**config.mk**
```make
export PLATFORM = sky130hd
export DESIGN_NAME = pcfr_regs
export DESIGN_NICKNAME = d
export VERILOG_FILES = /design/src/hdl/pcfr_fault_slot.v /design/src/hdl/pcfr_cap_slot.v /design/src/hdl/pcfr_regs.v
export VERILOG_INCLUDE_DIRS = /design/src /design/src/hdl
export SDC_FILE = /design/constraint.sdc
export NUM_CORES = 1
export LEC_CHECK = 0
export BUFFER_PORTS_ARGS = -buffer_cell sky130_fd_sc_hd__buf_2
export CAP_MARGIN = 0
export CORE_MARGIN = 2
export CORE_UTILIZATION = 40
export CTS_BUF_LIST = sky130_fd_sc_hd__clkbuf_16
export DETAILED_ROUTE_END_ITERATION = 10
export PLACE_DENSITY = 0.75
export SETUP_SLACK_MARGIN = 0.15
export SLEW_MARGIN = 20
export SYNTH_ARGS = -nofsm -noshare
export SYNTH_HDL_FRONTEND = slang
export SYNTH_SLANG_ARGS = --single-unit
```
**constraint.sdc**
```tcl
create_clock -name SYS_CLK_I -period 1.1 [get_ports SYS_CLK_I]
set_input_delay 0.055 -clock SYS_CLK_I [delete_from_list [all_inputs] [get_ports SYS_CLK_I]]
set_output_delay 0.055 -clock SYS_CLK_I [all_outputs]
set_load 0.01 [all_outputs]
```
**src/hdl/pcfr_map.vh**
```
// Command codes, field layouts, reset values and codes for the capacitance-detect,
// power-on fault and channel re-map register slice.
// Assumes a command port that presents one decoded command code per access.
//
// Behaviour
// - Write-only arm byte, even bits per channel
// - Arm byte taken as single byte write
// - Measure capacitance only in manual mode
// - Valid resistance result skips capacitance measurement
// - Completion sets done flag, updates results
// - Fault byte readable plain or clear-on-read
// - Two-bit cause per channel, four high
// - Record failed turn-on cause, clear on off
// - Start fault without enable-change flag records cause
// - Allocation refusal reports insufficient power code
// - Re-map byte: four two-bit physical fields
// - Re-map write ignored unless group off
`ifndef PCFR_MAP_VH
`define PCFR_MAP_VH
`define PCFR_CMD_CAP_ARM 8'h22
`define PCFR_CMD_FAULT 8'h24
`define PCFR_CMD_FAULT_CLR 8'h25
`define PCFR_CMD_REMAP 8'h26
`define PCFR_ARM_MASK 8'h55
`define PCFR_RESET_BYTE 8'h00
`define PCFR_REMAP_RESET 8'hE4
`define PCFR_NCH 4
`define PCFR_CH_RESET 4'h0
`define PCFR_CODE_NONE 2'h0
`define PCFR_CODE_BAD_DET 2'h1
`define PCFR_CODE_CLASS_ERR 2'h2
`define PCFR_CODE_NO_POWER 2'h3
`endif

```
**src/hdl/pcfr_fault_slot.v**
```verilog
// One channel's two-bit power-on fault cause.
// Assumes fault events and turn-off are one-cycle pulses on the system clock.
`timescale 1ns/100ps
`default_nettype none
`include "pcfr_map.vh"
module pcfr_fault_slot (
  // Clock and reset.
  input wire clk_i,
  input wire rst_i,
  // Events.
  input wire fail_i,
  input wire [1:0] cause_i,
  input wire no_power_i,
  input wire off_i,
  input wire clear_i,
  // State.
  output reg [1:0] code_o
);
  // New faults take priority over both the turn-off and read clears.
  always @(posedge clk_i or posedge rst_i) begin
    if (rst_i) begin
      code_o <= `PCFR_CODE_NONE;
    end else if (no_power_i) begin
      code_o <= `PCFR_CODE_NO_POWER;
    end else if (fail_i) begin
      code_o <= cause_i;
    end else if (off_i || clear_i) begin
      code_o <= `PCFR_CODE_NONE;
    end
  end
endmodule
`default_nettype wire

```
**src/hdl/pcfr_cap_slot.v**
```verilog
// One channel's capacitance measurement arm and completion sequencing.
// Assumes the measuring engine reports resistance validity and completion as pulses.
`timescale 1ns/100ps
`default_nettype none
module pcfr_cap_slot (
  // Clock and reset.
  input wire clk_i,
  input wire rst_i,
  // Control.
  input wire arm_i,
  input wire manual_i,
  input wire launch_i,
  input wire res_done_i,
  input wire res_valid_i,
  input wire meas_done_i,
  // Results.
  output reg start_o,
  output reg done_o
);
  reg waiting;
  always @(posedge clk_i or posedge rst_i) begin
    if (rst_i) begin
      waiting <= 1'b0;
    end else if (launch_i) begin
      waiting <= arm_i && manual_i;
    end else if (waiting && res_done_i) begin
      waiting <= 1'b0;
    end
  end
  // Start and done are left unregistered here so that the single register in the top
  // answers one edge after the cause; a channel that leaves manual mode never starts.
  always @* begin
    start_o = waiting && !launch_i && res_done_i && !res_valid_i && manual_i;
    done_o = meas_done_i;
  end
endmodule
`default_nettype wire

```
**src/hdl/pcfr_regs.v**
```verilog
// Register slice: capacitance arm, power-on fault cause and channel re-map.
// Assumes the command interface delivers decoded command codes with one-cycle
// write and read strobes, and that channel engines report events as pulses.
`timescale 1ns/100ps
`default_nettype none
`include "pcfr_map.vh"
module pcfr_regs (
  // Clock and reset.
  input wire SYS_CLK_I,
  input wire SYS_RST_I,
  // Command port.
  input wire [7:0] CMD_I,
  input wire WR_I,
  input wire RD_I,
  input wire [7:0] WDATA_I,
  output reg [7:0] RDATA_O,
  output reg RVALID_O,
  // Channel status.
  input wire [3:0] MANUAL_MODE_I,
  input wire [3:0] CHANNEL_OFF_I,
  input wire [3:0] DETECTION_LAUNCH_I,
  input wire [3:0] RES_DONE_I,
  input wire [3:0] RES_VALID_I,
  input wire [3:0] CAP_MEAS_DONE_I,
  // Power-on events.
  input wire [3:0] CHANNEL_POWER_UP_CMD_I,
  input wire [3:0] START_FAULT_I,
  input wire [7:0] START_FAULT_CAUSE_I,
  input wire [3:0] POWER_ENABLE_CHANGE_FLAG_I,
  input wire [3:0] ALLOC_DENIED_I,
  input wire [3:0] TURN_OFF_I,
  // Measurement and map outputs.
  output reg [3:0] CAP_MEAS_START_O,
  output reg [3:0] DETECTION_DONE_FLAG_O,
  output reg [3:0] RESULT_UPDATE_O,
  output reg [7:0] CHANNEL_MAP_O
);
  reg [7:0] cap_arm;
  reg [7:0] remap;
  reg [3:0] pending_on;
  wire [7:0] fault_byte;
  wire [3:0] start_w;
  wire [3:0] done_w;
  wire clr_read;

  function is_cmd;
    input [7:0] cmd;
    input [7:0] code;
    begin
      is_cmd = (cmd == code);
    end
  endfunction

  assign clr_read = RD_I && is_cmd(CMD_I, `PCFR_CMD_FAULT_CLR);

  genvar ch;
  generate
    for (ch = 0; ch < `PCFR_NCH; ch = ch + 1) begin : g_ch
      pcfr_fault_slot u_fault (
        .clk_i(SYS_CLK_I),
        .rst_i(SYS_RST_I),
        .fail_i((pending_on[ch] || CHANNEL_POWER_UP_CMD_I[ch]) && START_FAULT_I[ch]
                && !POWER_ENABLE_CHANGE_FLAG_I[ch]),
        .cause_i(START_FAULT_CAUSE_I[2*ch+1:2*ch]),
        .no_power_i(ALLOC_DENIED_I[ch] && (pending_on[ch] || CHANNEL_POWER_UP_CMD_I[ch])),
        .off_i(TURN_OFF_I[ch]),
        .clear_i(clr_read),
        .code_o(fault_byte[2*ch+1:2*ch])
      );
      pcfr_cap_slot u_cap (
        .clk_i(SYS_CLK_I),
        .rst_i(SYS_RST_I),
        .arm_i(cap_arm[2*ch]),
        .manual_i(MANUAL_MODE_I[ch]),
        .launch_i(DETECTION_LAUNCH_I[ch]),
        .res_done_i(RES_DONE_I[ch]),
        .res_valid_i(RES_VALID_I[ch]),
        .meas_done_i(CAP_MEAS_DONE_I[ch]),
        .start_o(start_w[ch]),
        .done_o(done_w[ch])
      );
    end
  endgenerate

  always @(posedge SYS_CLK_I or posedge SYS_RST_I) begin
    if (SYS_RST_I) begin
      cap_arm <= `PCFR_RESET_BYTE;
      remap <= `PCFR_REMAP_RESET;
      pending_on <= `PCFR_CH_RESET;
      RDATA_O <= `PCFR_RESET_BYTE;
      RVALID_O <= 1'b0;
      CAP_MEAS_START_O <= `PCFR_CH_RESET;
      DETECTION_DONE_FLAG_O <= `PCFR_CH_RESET;
      RESULT_UPDATE_O <= `PCFR_CH_RESET;
      CHANNEL_MAP_O <= `PCFR_REMAP_RESET;
    end else begin
      // A power-up request stays pending until a start fault arrives or the channel turns off.
      pending_on <= (pending_on | CHANNEL_POWER_UP_CMD_I) & ~(START_FAULT_I | TURN_OFF_I);
      if (WR_I && is_cmd(CMD_I, `PCFR_CMD_CAP_ARM)) begin
        cap_arm <= WDATA_I & `PCFR_ARM_MASK;
      end
      if (WR_I && is_cmd(CMD_I, `PCFR_CMD_REMAP) && (&CHANNEL_OFF_I)) begin
        remap <= WDATA_I;
        // The map output moves on the same edge as the stored byte, so the two never disagree.
        CHANNEL_MAP_O <= WDATA_I;
      end
      CAP_MEAS_START_O <= start_w;
      DETECTION_DONE_FLAG_O <= done_w;
      RESULT_UPDATE_O <= done_w;
      RVALID_O <= RD_I;
      if (RD_I) begin
        if (is_cmd(CMD_I, `PCFR_CMD_FAULT) || is_cmd(CMD_I, `PCFR_CMD_FAULT_CLR)) begin
          RDATA_O <= fault_byte;
        end else if (is_cmd(CMD_I, `PCFR_CMD_REMAP)) begin
          RDATA_O <= remap;
        end else begin
          RDATA_O <= `PCFR_RESET_BYTE;
        end
      end
    end
  end
endmodule
`default_nettype wire

```
==> impl_metrics.ini, run 1 <==
[setup_path]
r2r_cells = 3
r2r_end = g_ch[2].u_fault.code_o[0]$_DFFE_PP0P_
timing.rr.start = pending_on[2]$_DFF_PP0_
cp_max_fo = 2
path_class = reg2reg
rrSetupSlack_ns = 0.02
cp-start-kind = register
worstPathRequired_ns = 1.29
crit_arrival_ns = 1.27
cp-end-kind = register

[yosys]
synth_seq_cells = 45
yosys_warnings = 0
syn_nets = 232
synthCells = 160
avgSynthCellArea_um2 = 12.17
ys_seq_area_share_pct = 58.10
synthTopCellsByArea = dfrtp_1 (53%), mux2_2 (6.9%), dfstp_2 (5.4%)
synth_top_area_cell = dfrtp_1
yosysTopAreaCellShare_pct = 52.70
synth_area_mm2 = 0.001947
synthDistinctLibCells = 28

[place]
gp_congestion = 0.6866
hpwl_um = 3621
portBuffers = 100

[floorplanning]
core_mm2 = 0.004723
start_util_pct = 41.22
pin_count = 101
die_area_mm2 = 0.005441
core.rowCount = 25
die_x_um = 73.77
die-height_um = 73.77

[min_path]
min_to = g_ch[2].u_cap.waiting$_DFFE_PP0P_
min_from = DETECTION_LAUNCH_I[2]
hold_path_depth = 2
hold_path.class = in2reg

[timing]
tns_ns = 0
slew_viol_final = 0
worstMarginPinSlew_ns = 0.3388
clock.fmax_mhz = 926.3
min_period_ns = 1.080
hold_ws_ns = 0.009050
fin_crit_sh_pct = 98.15
setup_violations = 0
hold_viol_final = 0
relSlewSlack_pct = 77.41
rsz0062_at_grt = true
fin_skew_ns = 0.004325

[clock_network]
root_buffer = clkbuf_16
worstSkewPairLatency_ns = 0.28
cts.path.max_buffers = 2
cts_tree = done
numClockSinks = 45
cts_buffers = 5
cts_max_level = 2
clkTransAtPathRegs_ns = 0.06

[finish]
fillCellCount = 374
layout-drive-gt1-share_pct = 53.10
area_growth_pct = 56.49
regArea_mm2 = 0.001131
final_nets = 361
n_antenna_cell = 0
multi_input_area_um2 = 827.0

[power_and_ir_drop]
power.leakage_nw = 1.518
total_power_mw = 3.856
vdd_drop_max_v = 0.0007650
power.density_mw_per_mm2 = 1266

[routing]
vias = 1728
drt_iter0_markers = 98
wire_per_inst_um = 13.78
drc_errors = 0
drt_first_pass_iters = 4
avgViaCountPerCell = 4.840
wirelength_um = 4919
ant_nets = 0

[global_route]
grt_pass1_vias = 1708
grt_usage_pct = 18.81
grt_pass1_wl_um = 7659
antenna_found_initial = 0
grt_max_degree = 28
grt-ovfl-total = 0

[outcome]
outcome = finished clean

[run]
max_cap_violations = 0
-- state kept, by name, indices dropped and copies added, names as in the netlist --
register / count
pending_on: 4
RVALID_O: 1
g_ch.u_cap.waiting: 4
RESULT_UPDATE_O: 4
remap: 8
CAP_MEAS_START_O: 4
cap_arm: 4
g_ch.u_fault.code_o: 8
RDATA_O: 8
-- cells by family after synthesis --
group | share of synthesized area, %
multiplexers | 6.941
AO/OA/AOI/OAI | 14.08
AND/OR/NAND/NOR | 16.13
buffers and inverters | 4.756
flip-flops | 58.10
-- layout by cell type (no fill, tap or decap), drive strengths merged --
cell | netlist | layout
and4 | 6 | 6
o32ai | 8 | 8
nand4 | 1 | 1
and2 | 1 | 1
and4bb | 1 | 1
nand2b | 10 | 10
nor2 | 8 | 8
nor4b | 1 | 1
inv | 11 | 11
bufinv | 0 | 1
and3b | 1 | 1
dfstp | 4 | 4
clkinv | 0 | 1
nor3b | 1 | 1
nor2b | 4 | 4
nor3 | 5 | 5
a21o | 1 | 1
clkinvlp | 0 | 1
nand2 | 1 | 1
mux2 | 12 | 12
or2 | 1 | 1
o21ai | 4 | 4
dlygate4sd3 | 0 | 15
a21oi | 8 | 8
nand3 | 4 | 4
a22oi | 8 | 8
o22ai | 8 | 8
clkbuf | 0 | 5
o22a | 3 | 3
dfrtp | 41 | 41
buf | 7 | 114
-- Yosys cell counts --
cell      number
a21oi_1        8
a21o_1         1
a22oi_1        8
and2_1         1
or2_2          1
and4bb_2       1
nand4_4        1
nor2_1         8
and3b_4        1
and4_1         6
nor3b_2        1
o21ai_0        4
buf_6          1
o32ai_1        8
buf_2          2
dfstp_2        4
nand2b_1      10
nor2b_1        4
nor4b_4        1
buf_4          4
o22a_1         3
dfrtp_1       41
inv_1         11
nand2_1        1
o22ai_1        8
nor3_1         5
mux2_2        12
nand3_1        4
-- worst max-delay path by stage --
stage / start / end / slack [ns] / cells after the start
floorplan: CMD_I[4] / cap_arm[0]$_DFFE_PP0P_ / -0.01 / 4
global placement: CMD_I[3] / cap_arm[4]$_DFFE_PP0P_ / -0.14 / 4
detailed placement: CMD_I[3] / cap_arm[0]$_DFFE_PP0P_ / -0.16 / 4
CTS: pending_on[2]$_DFF_PP0_ / g_ch[2].u_fault.code_o[0]$_DFFE_PP0P_ / 0.03 / 3
global route: pending_on[2]$_DFF_PP0_ / g_ch[2].u_fault.code_o[0]$_DFFE_PP0P_ / -0.005 / 3
finish: pending_on[2]$_DFF_PP0_ / g_ch[2].u_fault.code_o[0]$_DFFE_PP0P_ / 0.02 / 3
-- critical path: stages, from the launching register on --
cell and delay, ns:
dfrtp_1 0.37, or2_4 0.22, a21o_1 0.19, o32ai_2 0.21
-- per-layer routing --
layer	track usage, %	up-vias	share of wire, %
met5	0	-	0
met4	7.273	0	1.4
met3	5.761	7	6.7
met2	31.55	65	50
met1	22.52	812	42
li1	-	844	-
-- final cells by class --
type                       instances  area share, %
inverter                          11          1.478
tap                               67          2.752
sequential                        45          37.13
clock inverter                     3          1.232
timing repair buffer             129          26.16
clock buffer                       5          4.107
multi-input combinational         97          27.15
-- report_power, final --
part,switching (mW),internal [mW],total [mW]
logic,0.205,0.268,0.473
clock network,0.570,1.05,1.62
registers,0.0408,1.72,1.76
-- per-stage QoR --
stage	setup WS [ns]	utilization, %	cell area, µm²	instances
after floorplan	-0.01306	-	1972	160
after global placement	-0.1388	54.62	2580	330
after detailed placement	-0.1610	54.62	2580	330
after CTS	0.02809	63.23	2987	356
after global routing	-0.004566	64.50	3047	357
final	0.02039	64.50	3047	357
-- timing repair --
| action | in CTS | in global routing |
|---|---|---|
| endpoints found under the setup margin | 15 | 18 |
| resized for setup | 11 | 8 |
| setup buffers | 3 | 1 |
| pin swaps | 5 | 8 |
| hold buffers | 15 | 0 |
| hold endpoints to repair | 51 | 0 |
No activity file was read; power rests on OpenSTA's default activity.
==> inputs of run 2 (changes only) <==
--- a/config.mk
+++ b/config.mk
@@ -6,10 +6,11 @@
 export SDC_FILE = /design/constraint.sdc
 export NUM_CORES = 1
 export LEC_CHECK = 0
+export ABC_AREA = 1
 export BUFFER_PORTS_ARGS = -buffer_cell sky130_fd_sc_hd__buf_2
 export CAP_MARGIN = 0
 export CORE_MARGIN = 2
-export CORE_UTILIZATION = 40
+export CORE_UTILIZATION = 41
 export CTS_BUF_LIST = sky130_fd_sc_hd__clkbuf_16
 export DETAILED_ROUTE_END_ITERATION = 10
 export PLACE_DENSITY = 0.75
==> constraint.sdc (replaced) <==
create_clock -name SYS_CLK_I -period 1.1 [get_ports SYS_CLK_I]
set_input_delay 0.11 -clock SYS_CLK_I [delete_from_list [all_inputs] [get_ports SYS_CLK_I]]
set_output_delay 0.11 -clock SYS_CLK_I [all_outputs]
set_load 0.01 [all_outputs]
==> impl_metrics.ini, run 2 <==
[global_route]
grt_max_degree = 46
grt_pass1_wl_um = 7921
grt-ovfl-total = 0
antenna_found_initial = 0
grt_pass1_vias = 1916
grt_usage_pct = 18.35

[routing]
drt_iter0_markers = 95
ant_nets = 0
avgViaCountPerCell = 4.534
drc_errors = 0
vias = 2054
drt_first_pass_iters = 4
wire_per_inst_um = 11.33
wirelength_um = 5134

[finish]
multi_input_area_um2 = 854.6
fillCellCount = 437
layout-drive-gt1-share_pct = 43.34
area_growth_pct = 52.02
mostFrequentLayoutCell = buf_2
final_cell_mix = buf_2 (95), nand2_1 (73), dfrtp_1 (41), inv_1 (34), nand3_1 (26)
regArea_mm2 = 0.001131
n_antenna_cell = 0
final_nets = 454
largestRegisters = RDATA_O: 8 flops, g_ch.u_fault.code_o: 8 flops, remap: 8 flops

[floorplanning]
die_x_um = 75.73
pin_count = 101
core.rowCount = 26
die-height_um = 75.73
die_area_mm2 = 0.005735
start_util_pct = 41.84
core_mm2 = 0.005042

[place]
portBuffers = 100
hpwl_um = 3622
gp_congestion = 0.7766
place_ws_ns = -0.01484

[min_path]
min_to = g_ch[0].u_cap.waiting$_DFFE_PP0P_
hold_path_depth = 2
hold_path.class = in2reg
min_from = RES_DONE_I[0]

[setup_path]
cp.buffers_inverters = 1
rrSetupSlack_ns = 0.10
worstPathRequired_ns = 0.99
slowest_stage = dfstp_2
cp-end-kind = output pin
r2r_cells = 5
path_class = reg2out
worstPathCellList = buf_6
timing.rr.start = remap[7]$_DFFE_PP1P_
cp-start-kind = register
cp_max_fo = 2
crit_arrival_ns = 0.94
worst-path-stages = 1
cpPeakStageDelay_ns = 0.56
crit_family = flip-flops
r2r_end = RDATA_O[7]$_DFFE_PP0P_

[yosys]
synth_top_area_cell = dfrtp_1
synth_common_cells = nand2_1 (79), dfrtp_1 (41), inv_1 (36)
yosysMostFrequentCell = nand2_1
synthDistinctLibCells = 20
synthCells = 251
synth_area_mm2 = 0.002110
ys.flop_type = dfrtp_1
avgSynthCellArea_um2 = 8.404
yosys_warnings = 0
synth_edf_count = 0
async_flop_share_pct = 100.0
syn_nets = 323
synthTopCellsByArea = dfrtp_1 (49%), nand2_1 (14%), nand3_1 (6.9%)
yosysTopAreaCellShare_pct = 48.64
synth_seq_cells = 45
ys_seq_area_share_pct = 53.62

[clock_network]
root_buffer = clkbuf_16
clkTransAtPathRegs_ns = 0.06
cts_max_level = 2
cts_tree = done
cts.path.max_buffers = 2
cts_buffers = 5
worstSkewPairLatency_ns = 0.28
numClockSinks = 45

[timing]
fin_ws_ns = 0.04631
worstMarginPinSlew_ns = 0.2560
hold_viol_final = 0
rsz0062_at_grt = true
fin_skew_ns = 0.008159
min_period_ns = 1.054
relSlewSlack_pct = 82.92
fin_crit_sh_pct = 95.79
slew_viol_final = 0
clock.fmax_mhz = 949.0
hold_ws_ns = 0.02305
setup_violations = 0

[outcome]
outcome = finished clean

[power_and_ir_drop]
power.density_mw_per_mm2 = 1205
total_power_mw = 3.866
power.leakage_nw = 1.798
vdd_drop_max_v = 0.0007527

[run]
max_cap_violations = 0
==> run 2: how the worst max path moves through the flow <==
stage	startpoint	endpoint
finish	remap[5]$_DFFE_PP1P_	CHANNEL_MAP_O[5]
global route	pending_on[3]$_DFF_PP0_	g_ch[3].u_fault.code_o[0]$_DFFE_PP0P_
CTS	remap[5]$_DFFE_PP1P_	CHANNEL_MAP_O[5]
detailed placement	CMD_I[6]	remap[4]$_DFFE_PP0P_
global placement	CMD_I[6]	remap[4]$_DFFE_PP0P_
floorplan	CMD_I[6]	remap[0]$_DFFE_PP0P_
==> run 2: kinds of logic after synthesis <==
family,count (synthesis),share of synthesized area (%)
buffers and inverters,44,9.312
AND/OR/NAND/NOR,139,30.07
flip-flops,45,53.62
AO/OA/AOI/OAI,23,6.999
==> run 2: power breakdown <==
part           total [mW]  switching [mW]  internal (mW)
logic               0.475           0.244          0.232
clock network        1.64           0.577           1.06
registers            1.76          0.0368           1.72
total                3.87           0.858           3.01
==> run 2: metrics by stage <==
| stage | cells | TNS, ns | util, % | cell area, µm² |
|---|---|---|---|---|
| 2_1_floorplan | 251 | 0 | - | 2113 |
| 3_3_place_gp | 419 | 0 | 53.42 | 2694 |
| 3_5_place_dp | 419 | -0.03052 | 53.42 | 2694 |
| 4_1_cts | 452 | 0 | 61.94 | 3123 |
| 5_1_grt | 453 | 0 | 63.60 | 3207 |
| 6_report | 453 | 0 | 63.60 | 3207 |
==> run 2: layout make-up <==
cell class                 instances  share of cell area [%]
inverter                          37                   4.448
sequential                        45                   35.27
tap                               70                   2.731
clock buffer                       5                   3.902
clock inverter                     3                   1.210
timing repair buffer             131                   25.79
multi-input combinational        162                   26.65
==> run 2: what timing repair did <==
| action | in CTS | in global routing |
|---|---|---|
| hold buffers | 17 | 0 |
| buffers inserted | 8 | 1 |
| resized for setup | 8 | 23 |
| endpoints found under the setup margin | 14 | 19 |
| pin swaps | 0 | 14 |
| hold endpoints to repair | 53 | 0 |
| gates cloned | 0 | 0 |
==> run 2: metal layers <==
metal  global-route usage (%)  part of all wire, %  vias up
li1                         -                    -     1046
met1                    23.01                   42      937
met2                    30.82                   51       65
met3                    4.101                  4.5        6
met4                    7.212                  1.8        0
met5                        0                    0        -
==> inputs of run 3 (changes only) <==
--- a/config.mk
+++ b/config.mk
@@ -14,6 +14,7 @@
 export CTS_BUF_LIST = sky130_fd_sc_hd__clkbuf_16
 export DETAILED_ROUTE_END_ITERATION = 10
 export PLACE_DENSITY = 0.75
+export RECOVER_POWER = 50
 export SETUP_SLACK_MARGIN = 0.15
 export SLEW_MARGIN = 20
 export SYNTH_ARGS = -nofsm -noshare
==> impl_metrics.ini, run 3 (synthesis gave the netlist of run 2 again) <==
[outcome]
outcome = finished clean

[power_and_ir_drop]
power.leakage_nw = 1.788
vdd_drop_max_v = 0.0007525
power.density_mw_per_mm2 = 1209

[clock_network]
cts_tree = done
cts_max_level = 2
numClockSinks = 45
cts.path.max_buffers = 2
cts_buffers = 5
root_buffer = clkbuf_16
worstSkewPairLatency_ns = 0.28
clkTransAtPathRegs_ns = 0.06

[finish]
fillCellCount = 440
regArea_mm2 = 0.001131
final_cell_mix = buf_2 (93), nand2_1 (73), dfrtp_1 (41), inv_1 (34), nand3_1 (26)
layout-drive-gt1-share_pct = 42.82
n_antenna_cell = 0
mostFrequentLayoutCell = buf_2
multi_input_area_um2 = 854.6
area_growth_pct = 51.30
final_nets = 454
largestRegisters = RDATA_O: 8 flops, g_ch.u_fault.code_o: 8 flops, remap: 8 flops
finalNonFillerCells = 453

[min_path]
hold_path.class = in2reg

[floorplanning]
die_area_mm2 = 0.005735
die-height_um = 75.73
core_mm2 = 0.005042
core.rowCount = 26
pin_count = 101
die_x_um = 75.73
start_util_pct = 41.84

[setup_path]
cpPeakStageDelay_ns = 0.56
cp-start-kind = register
slowest_stage = dfstp_2
worstPathRequired_ns = 0.99
rrSetupSlack_ns = 0.08
startpoint = remap[5]$_DFFE_PP1P_
r2r_end = RDATA_O[7]$_DFFE_PP0P_
worst-path-stages = 1
crit_arrival_ns = 0.94
crit_family = flip-flops
cp_max_fo = 2
worstPathCellList = buf_6
cp.buffers_inverters = 1
path_class = reg2out
timing.rr.start = remap[7]$_DFFE_PP1P_
critPathCapture = CHANNEL_MAP_O[5]
cp-end-kind = output pin
r2r_cells = 5

[place]
gp_congestion = 0.7766
hpwl_um = 3622
place_ws_ns = -0.01484
portBuffers = 100
dp.cells = 419

[global_route]
grt_pass1_wl_um = 7921
grt_usage_pct = 18.35
grt_max_degree = 46
grt_pass1_vias = 1916
antenna_found_initial = 0
use_met1_pct = 23.01
grt.busiest_layer = met2
met3_usage_pct = 4.101
use_met2_pct = 30.82
grt-ovfl-total = 0

[routing]
ant_nets = 0
vias = 2050
wire_per_inst_um = 11.33
drt_iter0_markers = 95
drt_first_pass_iters = 4
wirelength_um = 5134
avgViaCountPerCell = 4.525
drc_errors = 0

[timing]
fin_crit_sh_pct = 95.79
tns_ns = 0
hold_viol_final = 0
relSlewSlack_pct = 62.55
min_period_ns = 1.054
clock.fmax_mhz = 949.0
setup_violations = 0
fin_ws_ns = 0.04631
slew_viol_final = 0
worstMarginPinSlew_ns = 0.5618
fin_skew_ns = 0.008167
rsz0062_at_grt = true

[run]
max_cap_violations = 0
==> run 3: cell count changes in the layout (fill, tap and decap cells not counted), sizes merged <==
| cell | before | now |
|---|---|---|
| clkbuf | 5 | 7 |
| buf | 114 | 112 |
==> run 3: worst register-to-register path, stage by stage (launching register included) <==
cell and delay, ns:
dfstp_2 0.55, buf_4 0.12, nand3_1 0.08, nand2_1 0.08
nand2_1 0.06, nand2_1 0.07
==> run 3: layout make-up <==
type / count / share of cell area (%)
Multi-Input combinational cell: 162 / 26.77
Sequential cell: 45 / 35.44
Timing Repair Buffer: 131 / 25.44
Tap cell: 70 / 2.744
Clock buffer: 5 / 3.920
Inverter: 37 / 4.469
Clock inverter: 3 / 1.215
==> run 3: routing by layer <==
metal  vias up  wire (µm)
met5         -          0
met2        65       2635
li1       1046          -
met1       933       2175
met4         0         93
met3         6        230
==> run 3: power by group <==
part,total [mW],switching (mW),leakage [nW],internal (mW)
registers,1.76,0.0368,0.584,1.72
logic,0.468,0.243,1.12,0.225
clock network,1.64,0.577,0.0850,1.06
==> run 3: how the worst min path moves through the flow <==
stage,startpoint,to,slack [ns],cells past startpoint
floorplan,SYS_RST_I,CAP_MEAS_START_O[0]$_DFF_PP0_,0.12,1
global placement,SYS_RST_I,CAP_MEAS_START_O[1]$_DFF_PP0_,0.18,3
detailed placement,SYS_RST_I,CAP_MEAS_START_O[1]$_DFF_PP0_,0.19,3
CTS,RES_DONE_I[0],g_ch[0].u_cap.waiting$_DFFE_PP0P_,0.02,2
global route,WDATA_I[7],remap[7]$_DFFE_PP1P_,0.05,3
finish,RES_DONE_I[0],g_ch[0].u_cap.waiting$_DFFE_PP0P_,0.02,2
==> run 3: repair_timing <==
action,4_1_cts,5_1_grt
setup endpoints to repair,14,19
pin swaps,0,14
hold endpoints to repair,53,0
hold buffers,17,0
gates cloned,0,0
gates resized for setup,8,23
setup buffers,8,1
==> run 3: stage by stage <==
step	instance area, µm²	utilization (%)	hold WS [ns]	power [mW]
6_report	3192	63.30	0.02305	3.858
2_1_floorplan	2113	-	0.1191	1.970
4_1_cts	3123	61.94	0.01808	3.877
3_5_place_dp	2694	53.42	0.1888	2.171
3_3_place_gp	2694	53.42	0.1847	2.160
5_1_grt	3192	63.30	0.05392	4.037
